`config.mk`:
```
export PLATFORM = sky130hd
export DESIGN_NAME = dlm_loop_ctrl
export DESIGN_NICKNAME = d
export VERILOG_FILES = /design/src/design/dlm_pkg.sv /design/src/design/dlm_clamp.sv /design/src/design/dlm_history.sv /design/src/design/dlm_loop_ctrl.sv
export SDC_FILE = /design/constraint.sdc
export NUM_CORES = 1
export LEC_CHECK = 0
export ABC_CLOCK_PERIOD_IN_PS = 6200
export BUFFER_PORTS_ARGS = -buffer_cell sky130_fd_sc_hd__buf_4
export CORE_MARGIN = 2
export CORE_UTILIZATION = 43
export CTS_CLUSTER_DIAMETER = 50
export DETAILED_ROUTE_END_ITERATION = 16
export GPL_TIMING_DRIVEN = 0
export SLEW_MARGIN = 0
export SYNTH_ARGS = -nofsm -noshare
export SYNTH_HDL_FRONTEND = slang
export SYNTH_SLANG_ARGS = --single-unit
```
`constraint.sdc`:
```
create_clock -name MCLK_I -period 6.2 [get_ports MCLK_I]
set_clock_uncertainty 0.05 [all_clocks]
set_input_delay 0.62 -clock MCLK_I [delete_from_list [all_inputs] [get_ports MCLK_I]]
set_output_delay 0.62 -clock MCLK_I [all_outputs]
set_load 0.005 [all_outputs]
```
`src/design/dlm_pkg.sv`:
```
package dlm_pkg;

  localparam int TW_W     = 48;
  localparam int CLAMP_W  = 24;
  localparam int ADDR_W   = 14;
  localparam int DATA_W   = 32;
  localparam int NREF     = 4;
  localparam int REF_W    = 2;
  localparam int AVG_LOG2 = 10;

  // Word indices; the byte address is four times the index.
  localparam logic [11:0] IDX_SYSCLK    = 12'h100;
  localparam logic [11:0] IDX_FREE_LO   = 12'h300;
  localparam logic [11:0] IDX_FREE_HI   = 12'h301;
  localparam logic [11:0] IDX_CLAMP_HI  = 12'h307;
  localparam logic [11:0] IDX_CLAMP_LO  = 12'h308;
  localparam logic [11:0] IDX_HIST_MODE = 12'h31B;
  localparam logic [11:0] IDX_PROF_BASE = 12'h600;
  localparam logic [11:0] IDX_LOOP_MODE = 12'hA01;
  localparam logic [11:0] IDX_STATUS    = 12'hD0A;
  localparam logic [11:0] IDX_TW_LO     = 12'hD10;
  localparam logic [11:0] IDX_TW_HI     = 12'hD11;

  localparam logic [TW_W-1:0]    FREE_TW_RST  = 48'h0000_0000_0000;
  localparam logic [CLAMP_W-1:0] CLAMP_HI_RST = 24'hFFFFFF;
  localparam logic [CLAMP_W-1:0] CLAMP_LO_RST = 24'h000000;
  localparam logic [7:0]         BYTE_RST     = 8'h00;
  localparam logic [31:0]        WORD_RST     = 32'h0000_0000;

  localparam logic [1:0] PATH_DIRECT    = 2'h0;
  localparam logic [1:0] PATH_LOW_SYNTH = 2'h1;
  localparam logic [1:0] PATH_CRYSTAL   = 2'h2;

  typedef enum {ST_FREERUN, ST_CLOSED, ST_SWITCH, ST_HOLD} dlm_state_t;

  typedef struct packed {
    logic [7:0]  pfd_ofs;
    logic [7:0]  divider;
    logic [15:0] coeff;
  } dlm_profile_t;

  typedef struct packed {
    logic [2:0] rsv;
    logic       doubler;
    logic [1:0] mdiv;
    logic [1:0] path;
  } dlm_sysclk_t;

  typedef struct packed {
    logic       rsv_hi;
    logic       user_hold;
    logic       user_freerun;
    logic       force_en;
    logic [1:0] rsv_lo;
    logic [1:0] force_ref;
  } dlm_loop_mode_t;

  typedef struct packed {
    logic [2:0] rsv;
    logic       fallback;
    logic       persist;
    logic [2:0] incr_k;
  } dlm_hist_mode_t;

  typedef struct packed {
    logic [22:0] rsv;
    logic        hist_valid;
    logic        freq_lock;
    logic        phase_lock;
    logic [1:0]  active_ref;
    logic [3:0]  state;
  } dlm_status_t;

endpackage

```
`src/design/dlm_clamp.sv`:
```
`timescale 1ns/1ps
module dlm_clamp
  import dlm_pkg::*;
#(
  parameter int W  = TW_W,
  parameter int CW = CLAMP_W
) (
  // Bounds and word
  input  wire logic [CW-1:0] upper_i,
  input  wire logic [CW-1:0] lower_i,
  input  wire logic [W-1:0]  tw_i,
  // Result
  output logic      [W-1:0]  tw_o
);

  localparam int PAD = W - CW;

  logic [W-1:0] upper_word;
  logic [W-1:0] lower_word;

  // The upper bound includes its whole granule so that the default
  // bounds leave every word untouched.
  assign upper_word = {upper_i, {PAD{1'b1}}};
  assign lower_word = {lower_i, {PAD{1'b0}}};

  always_comb begin
    if (tw_i > upper_word) begin
      tw_o = upper_word;
    end else if (tw_i < lower_word) begin
      tw_o = lower_word;
    end else begin
      tw_o = tw_i;
    end
  end

endmodule

```
`src/design/dlm_history.sv`:
```
`timescale 1ns/1ps
module dlm_history
  import dlm_pkg::*;
#(
  parameter int W    = TW_W,
  parameter int LOG2 = AVG_LOG2
) (
  // Clock and reset
  input  wire logic         clk_i,
  input  wire logic         rst_n_i,
  // Control
  input  wire logic         clear_i,
  input  wire logic         sample_i,
  input  wire logic [W-1:0] tw_i,
  // Result
  output logic      [W-1:0] avg_o,
  output logic              valid_o
);

  logic [W+LOG2-1:0] acc_reg;
  logic [W+LOG2-1:0] acc_next;
  logic [LOG2-1:0]   cnt_reg;

  assign acc_next = acc_reg + (W+LOG2)'(tw_i);

  // Each interval is averaged on its own, with no memory of the last one.
  always_ff @(posedge clk_i or negedge rst_n_i) begin
    if (!rst_n_i) begin
      acc_reg <= '0;
      cnt_reg <= '0;
    end else if (clear_i) begin
      acc_reg <= '0;
      cnt_reg <= '0;
    end else if (sample_i) begin
      cnt_reg <= cnt_reg + 1'b1;
      acc_reg <= (&cnt_reg) ? '0 : acc_next;
    end
  end

  always_ff @(posedge clk_i or negedge rst_n_i) begin
    if (!rst_n_i) begin
      avg_o   <= '0;
      valid_o <= 1'b0;
    end else if (clear_i) begin
      valid_o <= 1'b0;
    end else if (sample_i && (&cnt_reg)) begin
      avg_o   <= acc_next[W+LOG2-1:LOG2];
      valid_o <= 1'b1;
    end
  end

endmodule

```
`src/design/dlm_loop_ctrl.sv`:
```
`timescale 1ns/1ps
module dlm_loop_ctrl
  import dlm_pkg::*;
#(
  parameter int N_REF    = NREF,
  parameter int HIST_LOG = AVG_LOG2
) (
  // Clock and reset
  input  wire logic                MCLK_I,
  input  wire logic                ARST_N_I,
  // Avalon-MM slave
  input  wire logic [ADDR_W-1:0]   AVS_ADDRESS_I,
  input  wire logic                AVS_READ_I,
  input  wire logic                AVS_WRITE_I,
  input  wire logic [3:0]          AVS_BYTEENABLE_I,
  input  wire logic [DATA_W-1:0]   AVS_WRITEDATA_I,
  output logic      [DATA_W-1:0]   AVS_READDATA_O,
  output logic                     AVS_WAITREQUEST_O,
  // Loop inputs
  input  wire logic [N_REF-1:0]    REF_VALID_I,
  input  wire logic [TW_W-1:0]     FILTER_WORD_I,
  input  wire logic                PHASE_LOCK_I,
  input  wire logic                FREQ_LOCK_I,
  // Loop outputs
  output logic      [TW_W-1:0]     DDS_TUNING_WORD_O,
  output dlm_profile_t             PROFILE_O,
  output logic                     PROFILE_LOAD_O,
  output logic      [REF_W-1:0]    ACTIVE_REF_O,
  output logic                     LOOP_CLOSED_O,
  output logic                     HOLDOVER_O,
  output logic                     FREE_RUN_O,
  output logic                     PHASE_LOCK_O,
  output logic                     FREQ_LOCK_O,
  // System clock path control
  output logic      [1:0]          SYSCLK_PATH_O,
  output logic      [1:0]          SYSCLK_MDIV_O,
  output logic                     SYSCLK_DOUBLER_O
);

  dlm_state_t          state_reg;
  dlm_state_t          state_next;
  logic [REF_W-1:0]    active_ref_reg;
  logic [REF_W-1:0]    active_ref_next;
  logic [TW_W-1:0]     free_tw_reg;
  logic [CLAMP_W-1:0]  clamp_hi_reg;
  logic [CLAMP_W-1:0]  clamp_lo_reg;
  dlm_hist_mode_t      hist_mode_reg;
  dlm_loop_mode_t      loop_mode_reg;
  dlm_sysclk_t         sysclk_reg;
  dlm_profile_t        prof_reg [N_REF];
  logic [TW_W-1:0]     hold_tw_reg;
  logic                ack_reg;
  logic [11:0]         idx;
  logic                bus_req;
  logic                wr_take;
  logic [DATA_W-1:0]   rd_mux;
  logic [REF_W-1:0]    sel_ref;
  logic                sel_ok;
  logic                load;
  logic                enter_hold;
  logic                hist_clr;
  logic [TW_W-1:0]     tw_src;
  logic [TW_W-1:0]     tw_clamped;
  logic [TW_W-1:0]     hist_avg;
  logic                hist_valid;
  logic                lock_hold;
  dlm_status_t         status;

  function automatic logic [31:0] merge(input logic [31:0] old_v,
                                        input logic [31:0] new_v,
                                        input logic [3:0]  be);
    logic [31:0] res;
    res = old_v;
    for (int b = 0; b < 4; b++) begin
      if (be[b]) begin
        res[b*8 +: 8] = new_v[b*8 +: 8];
      end
    end
    return res;
  endfunction

  // Lowest index wins among valid references unless software pins one.
  function automatic logic [REF_W-1:0] pick_ref(input logic [N_REF-1:0] v,
                                                input dlm_loop_mode_t m);
    logic [REF_W-1:0] r;
    r = m.force_ref;
    if (!m.force_en) begin
      for (int i = N_REF - 1; i >= 0; i--) begin
        if (v[i]) begin
          r = REF_W'(i);
        end
      end
    end
    return r;
  endfunction

  // Register bus: one wait cycle, then the answer.
  assign idx               = AVS_ADDRESS_I[ADDR_W-1:2];
  assign bus_req           = AVS_READ_I | AVS_WRITE_I;
  assign AVS_WAITREQUEST_O = bus_req & ~ack_reg;
  assign wr_take           = AVS_WRITE_I & ack_reg;

  always_ff @(posedge MCLK_I or negedge ARST_N_I) begin
    if (!ARST_N_I) begin
      ack_reg <= 1'b0;
    end else begin
      ack_reg <= bus_req & ~ack_reg;
    end
  end

  assign status = '{rsv: '0, hist_valid: hist_valid,
                    freq_lock: FREQ_LOCK_O, phase_lock: PHASE_LOCK_O,
                    active_ref: active_ref_reg, state: 4'(state_reg)};

  always_comb begin
    rd_mux = WORD_RST;
    case (idx)
      IDX_SYSCLK:    rd_mux = 32'(sysclk_reg);
      IDX_FREE_LO:   rd_mux = free_tw_reg[31:0];
      IDX_FREE_HI:   rd_mux = 32'(free_tw_reg[TW_W-1:32]);
      IDX_CLAMP_HI:  rd_mux = 32'(clamp_hi_reg);
      IDX_CLAMP_LO:  rd_mux = 32'(clamp_lo_reg);
      IDX_HIST_MODE: rd_mux = 32'(hist_mode_reg);
      IDX_LOOP_MODE: rd_mux = 32'(loop_mode_reg);
      IDX_STATUS:    rd_mux = status;
      IDX_TW_LO:     rd_mux = DDS_TUNING_WORD_O[31:0];
      IDX_TW_HI:     rd_mux = 32'(DDS_TUNING_WORD_O[TW_W-1:32]);
      default: begin
        for (int i = 0; i < N_REF; i++) begin
          if (idx == IDX_PROF_BASE + 12'(i)) begin
            rd_mux = prof_reg[i];
          end
        end
      end
    endcase
  end

  always_ff @(posedge MCLK_I or negedge ARST_N_I) begin
    if (!ARST_N_I) begin
      AVS_READDATA_O <= WORD_RST;
    end else if (AVS_READ_I && !ack_reg) begin
      AVS_READDATA_O <= rd_mux;
    end
  end

  always_ff @(posedge MCLK_I or negedge ARST_N_I) begin
    if (!ARST_N_I) begin
      free_tw_reg   <= FREE_TW_RST;
      clamp_hi_reg  <= CLAMP_HI_RST;
      clamp_lo_reg  <= CLAMP_LO_RST;
      hist_mode_reg <= BYTE_RST;
      loop_mode_reg <= BYTE_RST;
      sysclk_reg    <= BYTE_RST;
      for (int i = 0; i < N_REF; i++) begin
        prof_reg[i] <= WORD_RST;
      end
    end else if (wr_take) begin
      case (idx)
        IDX_SYSCLK:
          sysclk_reg <= 8'(merge(32'(sysclk_reg), AVS_WRITEDATA_I,
                                 AVS_BYTEENABLE_I));
        IDX_FREE_LO:
          free_tw_reg[31:0] <= merge(free_tw_reg[31:0], AVS_WRITEDATA_I,
                                     AVS_BYTEENABLE_I);
        IDX_FREE_HI:
          free_tw_reg[TW_W-1:32] <= 16'(merge(32'(free_tw_reg[TW_W-1:32]),
                                              AVS_WRITEDATA_I,
                                              AVS_BYTEENABLE_I));
        IDX_CLAMP_HI:
          clamp_hi_reg <= 24'(merge(32'(clamp_hi_reg), AVS_WRITEDATA_I,
                                    AVS_BYTEENABLE_I));
        IDX_CLAMP_LO:
          clamp_lo_reg <= 24'(merge(32'(clamp_lo_reg), AVS_WRITEDATA_I,
                                    AVS_BYTEENABLE_I));
        IDX_HIST_MODE:
          hist_mode_reg <= 8'(merge(32'(hist_mode_reg), AVS_WRITEDATA_I,
                                    AVS_BYTEENABLE_I));
        IDX_LOOP_MODE:
          loop_mode_reg <= 8'(merge(32'(loop_mode_reg), AVS_WRITEDATA_I,
                                    AVS_BYTEENABLE_I));
        default: begin
          for (int i = 0; i < N_REF; i++) begin
            if (idx == IDX_PROF_BASE + 12'(i)) begin
              prof_reg[i] <= merge(prof_reg[i], AVS_WRITEDATA_I,
                                   AVS_BYTEENABLE_I);
            end
          end
        end
      endcase
    end
  end

  assign sel_ref = pick_ref(REF_VALID_I, loop_mode_reg);
  assign sel_ok  = REF_VALID_I[sel_ref];

  // Forced modes take priority over every automatic decision except the ST_SWITCH
  // step, which finishes first; free-run first, then user holdover.
  always_comb begin
    state_next      = state_reg;
    active_ref_next = active_ref_reg;
    load            = 1'b0;
    enter_hold      = 1'b0;
    hist_clr        = 1'b0;
    case (state_reg)
      ST_FREERUN: begin
        if (loop_mode_reg.user_freerun) begin
          state_next = ST_FREERUN;
        end else if (loop_mode_reg.user_hold) begin
          state_next = ST_HOLD;
          enter_hold = 1'b1;
        end else if (sel_ok) begin
          state_next      = ST_CLOSED;
          active_ref_next = sel_ref;
          load            = 1'b1;
          hist_clr        = (sel_ref != active_ref_reg) &
                            ~hist_mode_reg.persist;
        end
      end
      ST_CLOSED: begin
        if (loop_mode_reg.user_freerun) begin
          state_next = ST_FREERUN;
        end else if (loop_mode_reg.user_hold) begin
          state_next = ST_HOLD;
          enter_hold = 1'b1;
        end else if (sel_ok && sel_ref != active_ref_reg) begin
          state_next = ST_SWITCH;
          enter_hold = 1'b1;
        end else if (!REF_VALID_I[active_ref_reg]) begin
          state_next = ST_HOLD;
          enter_hold = 1'b1;
        end
      end
      ST_SWITCH: begin
        if (sel_ok) begin
          state_next      = ST_CLOSED;
          active_ref_next = sel_ref;
          load            = 1'b1;
          hist_clr        = ~hist_mode_reg.persist;
        end else begin
          state_next = ST_HOLD;
        end
      end
      ST_HOLD: begin
        if (loop_mode_reg.user_freerun) begin
          state_next = ST_FREERUN;
        end else if (!loop_mode_reg.user_hold && sel_ok) begin
          state_next      = ST_CLOSED;
          active_ref_next = sel_ref;
          load            = 1'b1;
          hist_clr        = (sel_ref != active_ref_reg) &
                            ~hist_mode_reg.persist;
        end
      end
      default: begin
        state_next = ST_FREERUN;
      end
    endcase
  end

  always_ff @(posedge MCLK_I or negedge ARST_N_I) begin
    if (!ARST_N_I) begin
      state_reg      <= ST_FREERUN;
      active_ref_reg <= '0;
    end else begin
      state_reg      <= state_next;
      active_ref_reg <= active_ref_next;
    end
  end

  always_ff @(posedge MCLK_I or negedge ARST_N_I) begin
    if (!ARST_N_I) begin
      PROFILE_O      <= WORD_RST;
      PROFILE_LOAD_O <= 1'b0;
    end else begin
      PROFILE_LOAD_O <= load;
      if (load) begin
        PROFILE_O <= prof_reg[active_ref_next];
      end
    end
  end

  dlm_history #(
    .W    (TW_W),
    .LOG2 (HIST_LOG)
  ) u_history (
    .clk_i    (MCLK_I),
    .rst_n_i  (ARST_N_I),
    .clear_i  (hist_clr),
    .sample_i (state_reg == ST_CLOSED),
    .tw_i     (FILTER_WORD_I),
    .avg_o    (hist_avg),
    .valid_o  (hist_valid)
  );

  // The held word is frozen at entry so the loop filter no longer steers it.
  always_ff @(posedge MCLK_I or negedge ARST_N_I) begin
    if (!ARST_N_I) begin
      hold_tw_reg <= FREE_TW_RST;
    end else if (enter_hold) begin
      if (hist_valid) begin
        hold_tw_reg <= hist_avg;
      end else if (hist_mode_reg.fallback) begin
        hold_tw_reg <= DDS_TUNING_WORD_O;
      end else begin
        hold_tw_reg <= free_tw_reg;
      end
    end
  end

  always_comb begin
    case (state_reg)
      ST_CLOSED:  tw_src = FILTER_WORD_I;
      ST_FREERUN: tw_src = free_tw_reg;
      default:    tw_src = hold_tw_reg;
    endcase
  end

  dlm_clamp #(
    .W  (TW_W),
    .CW (CLAMP_W)
  ) u_clamp (
    .upper_i (clamp_hi_reg),
    .lower_i (clamp_lo_reg),
    .tw_i    (tw_src),
    .tw_o    (tw_clamped)
  );

  always_ff @(posedge MCLK_I or negedge ARST_N_I) begin
    if (!ARST_N_I) begin
      DDS_TUNING_WORD_O <= FREE_TW_RST;
    end else begin
      DDS_TUNING_WORD_O <= tw_clamped;
    end
  end

  // Lock outputs freeze across the short switchover holdover so that
  // software never sees a phantom unlock.
  assign lock_hold = (state_reg == ST_SWITCH) | (state_next == ST_SWITCH);

  always_ff @(posedge MCLK_I or negedge ARST_N_I) begin
    if (!ARST_N_I) begin
      PHASE_LOCK_O <= 1'b0;
      FREQ_LOCK_O  <= 1'b0;
    end else if (lock_hold) begin
      PHASE_LOCK_O <= PHASE_LOCK_O;
      FREQ_LOCK_O  <= FREQ_LOCK_O;
    end else begin
      PHASE_LOCK_O <= (state_reg == ST_CLOSED) & PHASE_LOCK_I;
      FREQ_LOCK_O  <= (state_reg == ST_CLOSED) & FREQ_LOCK_I;
    end
  end

  assign ACTIVE_REF_O  = active_ref_reg;
  assign LOOP_CLOSED_O = (state_reg == ST_CLOSED);
  assign HOLDOVER_O    = (state_reg == ST_HOLD) | (state_reg == ST_SWITCH);
  assign FREE_RUN_O    = (state_reg == ST_FREERUN);

  // The doubler bit passes through as written; keeping its input under
  // the limit is left to the configuring software.
  assign SYSCLK_PATH_O    = sysclk_reg.path;
  assign SYSCLK_MDIV_O    = sysclk_reg.mdiv;
  assign SYSCLK_DOUBLER_O = sysclk_reg.doubler;

endmodule

```
# Yosys cells after proc, flatten, opt, wreduce, memory -nomap -nowiden
# Cells that the tools add are included.
dict set report word_totals {
  register_bits 563
  latchBits 0
  ramBits 0
  mem_count 0
  rom_bits 0
  wordCells 210
  input_bits 108
}
dict set report op_classes {
  n_lt_le_gt_ge 5
  n_shift 0
  mux 66
  n_mul 0
  n_reduce_logical 44
  div_mod_pow 0
  addsub 2
  n_bitwise 13
  eq_ne 22
}
# cell count
set ops {}
lappend ops {{32-bit two-way mux} 15}
lappend ops {{32-bit case mux with 10 select lines} 1}
lappend ops {{48-bit two-way mux} 4}
lappend ops {{58-bit two-way mux} 3}
lappend ops {{32-bit case mux with 4 select lines} 1}
lappend ops {{32-bit by 2-bit equality test with 1-bit output, second input constant} 3}
lappend ops {{32-bit by 3-bit equality test with 1-bit output, second input constant} 3}
lappend ops {{48-bit case mux with 2 select lines} 1}
lappend ops {{32-bit binary-select mux with 2-bit select} 1}
lappend ops {{32-bit logical NOT} 2}
lappend ops {{4-bit AND reduction} 16}
lappend ops {{12-bit by 10-bit equality test with 1-bit output, second input constant} 5}
lappend ops {{58-bit by 48-bit adder with 58-bit output} 1}
lappend ops {{12-bit by 11-bit equality test with 1-bit output, second input constant} 4}
lappend ops {{12-bit equality test, second input constant} 4}
lappend ops {{48-bit > comparator} 1}
lappend ops {{48-bit < comparator} 1}
lappend ops {{3-bit AND reduction} 15}
lappend ops {{32-bit by 1-bit equality test with 1-bit output, second input constant} 1}
lappend ops {{2-bit two-way mux} 11}
lappend ops {{1-bit two-way mux} 21}
lappend ops {{10-bit two-way mux} 2}
lappend ops {{12-bit by 9-bit equality test with 1-bit output, second input constant} 1}
lappend ops {{10-bit by 1-bit adder with 10-bit output, second input constant} 1}
lappend ops {{other kinds (17)} 34}

# Longest topological paths before layout
dict set report logic_depth {
  ltp_word 15
  depth_mapped 22
  depth_no_buf 16
}

# Modules after synthesis
# Synthesis repeated with hierarchy kept, for this count alone.
dict set report unflattened {
  cells_unflattened 2781
  hier_area_um2 30615.6
}
# mod cells_each area_each_um2 instances seq_area_each_um2
set modules_own_cells {}
lappend modules_own_cells {dlm_loop_ctrl 1645 20835.0 1 11190.7}
lappend modules_own_cells {dlm_history 814 7492.2 1 2927.8}
lappend modules_own_cells {dlm_clamp 322 2288.4 1 0.0}

# Least setup slack after synthesis
# Ideal clock, no wire load.
dict set report synth_timing {
  path_type {register -> register}
  start {register state_reg[2]}
  end {register DDS_TUNING_WORD_O[31]}
  t_arrival_ns 4.212
  slack_ns 1.807
  setup_ns 0.131
  synth_period_minus_slack_ns 4.393
  path_stages_with_launch 23
  required_time_ns 6.019
  cell_sequence {dfrtp_1 -> nor4_2 -> nand4_1 -> or3_1 -> clkbuf_1 -> clkbuf_1 -> clkbuf_1 -> clkbuf_1 -> nand2_1 -> o21ai_0 -> ha_1 -> a21o_1 -> a21o_1 -> a21oi_1 -> nor2b_1 -> o21ai_0 -> a32oi_1 -> a2111oi_1 -> or3_4 -> buf_6 -> buf_6 -> mux2i_1 -> mux2i_1}
}
dict set report synth_between {
  elab_chain_len 5
  elab_cells_between_ends 7
  classes_between {order compare: 2; eq/ne: 1; mux: 3; reduce/logical: 1}
}
# item line_no
set synth_lines {}
lappend synth_lines {{start: declaration} dlm_loop_ctrl.sv:40} ;# dlm_state_t state_reg;
lappend synth_lines {{start signal: assignment} dlm_loop_ctrl.sv:265} ;# state_reg <= state_next;
lappend synth_lines {{32-bit by 1-bit equality test with 1-bit output / 32-bit logical NOT (equally long branches)} dlm_loop_ctrl.sv:311} ;# case (state_reg)
lappend synth_lines {{48-bit case mux with 2 select lines (*)} dlm_loop_ctrl.sv:311}
lappend synth_lines {{48-bit < comparator} dlm_clamp.sv:29} ;# end else if (tw_i < lower_word) begin
lappend synth_lines {{48-bit two-way mux} dlm_clamp.sv:29}
lappend synth_lines {{48-bit two-way mux (*)} dlm_clamp.sv:27} ;# if (tw_i > upper_word) begin
lappend synth_lines {{named net tw_clamped[31]} dlm_loop_ctrl.sv:63} ;# logic [TW_W-1:0] tw_clamped;
lappend synth_lines {{end signal: assignment} dlm_loop_ctrl.sv:332} ;# DDS_TUNING_WORD_O <= tw_clamped;
lappend synth_lines {{end: declaration} dlm_loop_ctrl.sv:25} ;# output logic [TW_W-1:0] DDS_TUNING_WORD_O,
# Mark *: on every way through the listed nets, which the timed path passes. The rest lies on a longest branch.
# A chain may end at the register's enable or synchronous reset.

# Worst setup path in the final report
dict set report layout_timing {
  start {register state_reg[0]}
  end {register DDS_TUNING_WORD_O[16]}
}
# Same word-level chain as after synthesis.

==> reports/summary.txt <==
Outcome: complete, but fails checks
Worst min-delay path class: primary input to flip-flop
Gpl congestion: 0.979
R2R Setup Slk: 0.33 ns
Final nets: 3646
FFs w/ async S/R, synth: 100%
H-tree depth: 3
Rel. slew slack: -1.23%
CTS tree: built
Area of the multi-input gates: 15200 sq um
Comb power frac: 6.2%
Die area: 72600 sq um
Via density: 5.93
Clock sink count: 563
# DRC: 0
Post-synthesis simple-gate area fraction: 13.4%
Synthesis-to-finish area growth: 19.7%
First-pass GRT wire length: 174000 um
Die Y: 269 um
Crit-path max FO: 10
Final period util: 94.7%
Worst-path clk slew: 0.06 ns
Clock Latency Late Sink: 0.63 ns
Final TNS setup: 0 ns
Cells after Synth: 3093
Site Rows: 97
Core area: 69900 sq um
R2R Path Start: state_reg[0]
Yosys cell types: 83
CP Class: flip-flop to flip-flop
Compound-Gate Fraction of Synth Area: 16.2%
Fin util: 51.8%
Cell Pwr Density: 249 nW/um^2
I/O pin count: 234
Final setup viols: 0
Crit-path cells: buf_2, buf_2, buf_2, buf_2, buf_2, buf_2, mux2i_1, o21ai_0, ha_1, and4_1, nand3_1, or3_1, nor4_1, nor4b_1, a31o_2, buf_4, buf_2, o21ai_0
Primary FF master, synth: dfrtp_1
Vias in the first global route: 26400
Max IR drop VDD: 158 uV
Failing checks: capacitance limit, slew limit
Worst R2R Path Depth: 18
Hold Vio Cnt, Final: 0
Antenna violations before repair: 1
WP data arrival: 6.29 ns
Root Buffer Master: clkbuf_16
Most used cell, CP: buf_2
Max reg flops: 128
First drt pass iteration count: 6
Clk pwr share: 52.2%
Synthesized area: 30300 sq um
CP Data Required Time: 6.62 ns
Yosys warning count: 0
Net Sw Frac: 25.2%
Synth area leaders: dfrtp_1 (45%), mux2_2 (8.8%), nand2_1 (6.3%)
Max incr delay on CP: 0.59 ns
Die Wd: 269 um
Post-synth EDFFs: 0
Pin count of the biggest net entering global routing: 115
Cell taking the most area after synthesis: dfrtp_1
Initial drt markers: 2645
Int Power: 0.00676 W
Mux share of post-synthesis cell area: 14.6%
WHS Path Cells: 2
IO Port Bufs: 231
Drt total wl: 117000 um
Layout fillers: 6458
Seq/Total Area, Yosys: 46.6%
Count of state elements after synthesis: 563
RR Endpoint: DDS_TUNING_WORD_O[16]
Syn_area_per_cell: 9.79 sq um
Antenna viol nets, final: 0
Critical-path top delay cell: o21ai_0
Vias: 26400
Max cap viols: 2
Period minus WS final: 5.87 ns
Static leakage: 16.9 nW
Critical Path Sink Type: flip-flop
Total grt overflow: 0
Hold Crit Endpoint: prof_reg[64]
Share of cells above drive strength 1: 20.1%
Starting Density: 43.3%
Xor/xnor share of the synthesized area: 1.53%
Routed wire per std cell: 26.3 um
Max clock buf depth: 3
Detail Placement HPWL: 91800 um
Share of the synthesized area in the top cell type: 44.5%
Largest family of logic cells by synthesized area: compound AO/OA/AOI/OAI gates
Adder and majority gate portion of the synthesized area: 4.06%
Max Fclk: 170 MHz
Num CTS Buffers: 78
Total power: 0.00903 W
Nature of the critical path startpoint: flip-flop
Count of pins over their slew limit: 9
Reg area: 14100 sq um
HP Start: AVS_WRITEDATA_I[0]
Sequential power share: 41.6%
Measured slew at the worst slew-check pin: 1.51 ns
Net switching power: 0.00227 W
Global-route usage over all layers: 31.8%
==> area by class of cell <==
type | instances | share of cell area, %
multi-input cells | 2293 | 42.0
inverters | 74 | 0.766
well taps | 940 | 3.25
repair buffers | 240 | 5.27
clock buffers | 97 | 6.09
clock inverters | 49 | 1.49
plain buffers | 191 | 2.19
diodes | 1 | 0.00690
flip-flops and latches | 563 | 39.0
==> power groups by stage <==
stage | Combinational (W) | Clock (W) | Sequential, W
after global placement | 0.000538 | 0 | 0.00382
after CTS | 0.000560 | 0.00475 | 0.00375
after floorplan | 0.000227 | 0 | 0.00381
final | 0.000562 | 0.00471 | 0.00375
after detailed placement | 0.000558 | 0 | 0.00382
after global routing | 0.000612 | 0.00493 | 0.00376
==> worst max-delay path, delay by kind of cell, from the launching register on <==
family | cells | cell delay [ns]
flip-flops | 1 | 0.31
AND/OR/NAND/NOR | 5 | 1.54
buffers and inverters | 8 | 2.48
AO/OA/AOI/OAI | 3 | 0.95
adder cells (fa/ha/maj) | 1 | 0.26
multiplexers | 1 | 0.11
==> per-layer routing <==
metal	track usage (%)	vias up	share of wire (%)
met3	5.43	233	7.2
met5	0	-	0
met2	52.0	1183	47
li1	-	11900	-
met1	41.7	13100	41
met4	13.9	0	4.5
==> how the worst max path moves through the flow <==
stage | start | endpoint | slack (ns) | cells past startpoint
2_1_floorplan | state_reg[2] | DDS_TUNING_WORD_O[31] | 1.81 | 22
3_3_place_gp | ARST_N_I | u_history.acc_reg[50] | -1.61 | 1
3_5_place_dp | state_reg[25] | DDS_TUNING_WORD_O[7] | 0.22 | 19
4_1_cts | state_reg[25] | DDS_TUNING_WORD_O[38] | 0.18 | 22
5_1_grt | state_reg[13] | DDS_TUNING_WORD_O[38] | -0.002 | 22
6_report | state_reg[0] | DDS_TUNING_WORD_O[16] | 0.33 | 18
==> cell families (layout without fill, tap and decap cells) <==
kind of cell,count (synthesis),in the layout
other,1,31
xor gates and xnor gates,53,53
DFF,563,563
and+or+nand+nor,919,919
muxes,412,412
AOI/OAI and AO/OA,781,781
buffers and inverters,266,651
adders and majority gates,98,98
==> stage by stage <==
stage	hold WS (ns)	instance area, sq um	worst slack (ns)	cells
finish	0.184	36200	0.328	4448
global route	0.189	36200	-0.00196	4447
CTS	0.168	36200	0.178	4445
detailed placement	0.414	33500	0.223	4298
global placement	0.412	33300	-1.61	4293
floorplan	0.274	30400	1.81	3122
==> timing repair <==
item,CTS,global route
hold endpoints to repair,61,0
buffers inserted,0,3
endpoints found under the setup margin,0,48
hold buffers,1,0
resized for setup,0,3
==> cell usage in the layout, fill, tap and decap left out, drive strengths merged, types with 22 or more instances in the layout <==
| cell | instances |
|---|---|
| o21ai | 288 |
| buf | 293 |
| ha | 96 |
| nand3 | 70 |
| clkinv | 22 |
| inv | 93 |
| conb | 30 |
| nor3 | 31 |
| dfstp | 24 |
| a31oi | 25 |
| mux2 | 237 |
| nand4 | 28 |
| clkbuf | 234 |
| a22oi | 30 |
| dfrtp | 539 |
| nor2 | 154 |
| a21oi | 181 |
| a22o | 48 |
| mux2i | 174 |
| xor2 | 24 |
| xnor2 | 29 |
| a21o | 44 |
| nand2 | 511 |
| a221oi | 53 |
==> cells in the mapped netlist, types with 18 or more instances <==
cell        n
ha_1       96
nor4_1     18
inv_1      73
a21oi_1   180
a31oi_1    25
nand4_1    28
a22oi_1    30
clkbuf_1  138
buf_1      19
mux2_2    237
nor3_1     30
dfstp_2    24
o21ai_0   283
a21o_1     44
dfrtp_1   539
nand2_1   511
mux2i_1   174
a221oi_1   53
buf_2      27
xor2_1     24
a22o_1     48
nor2_1    152
nand3_1    70
xnor2_1    29
Power figures use the tool's default switching activity.
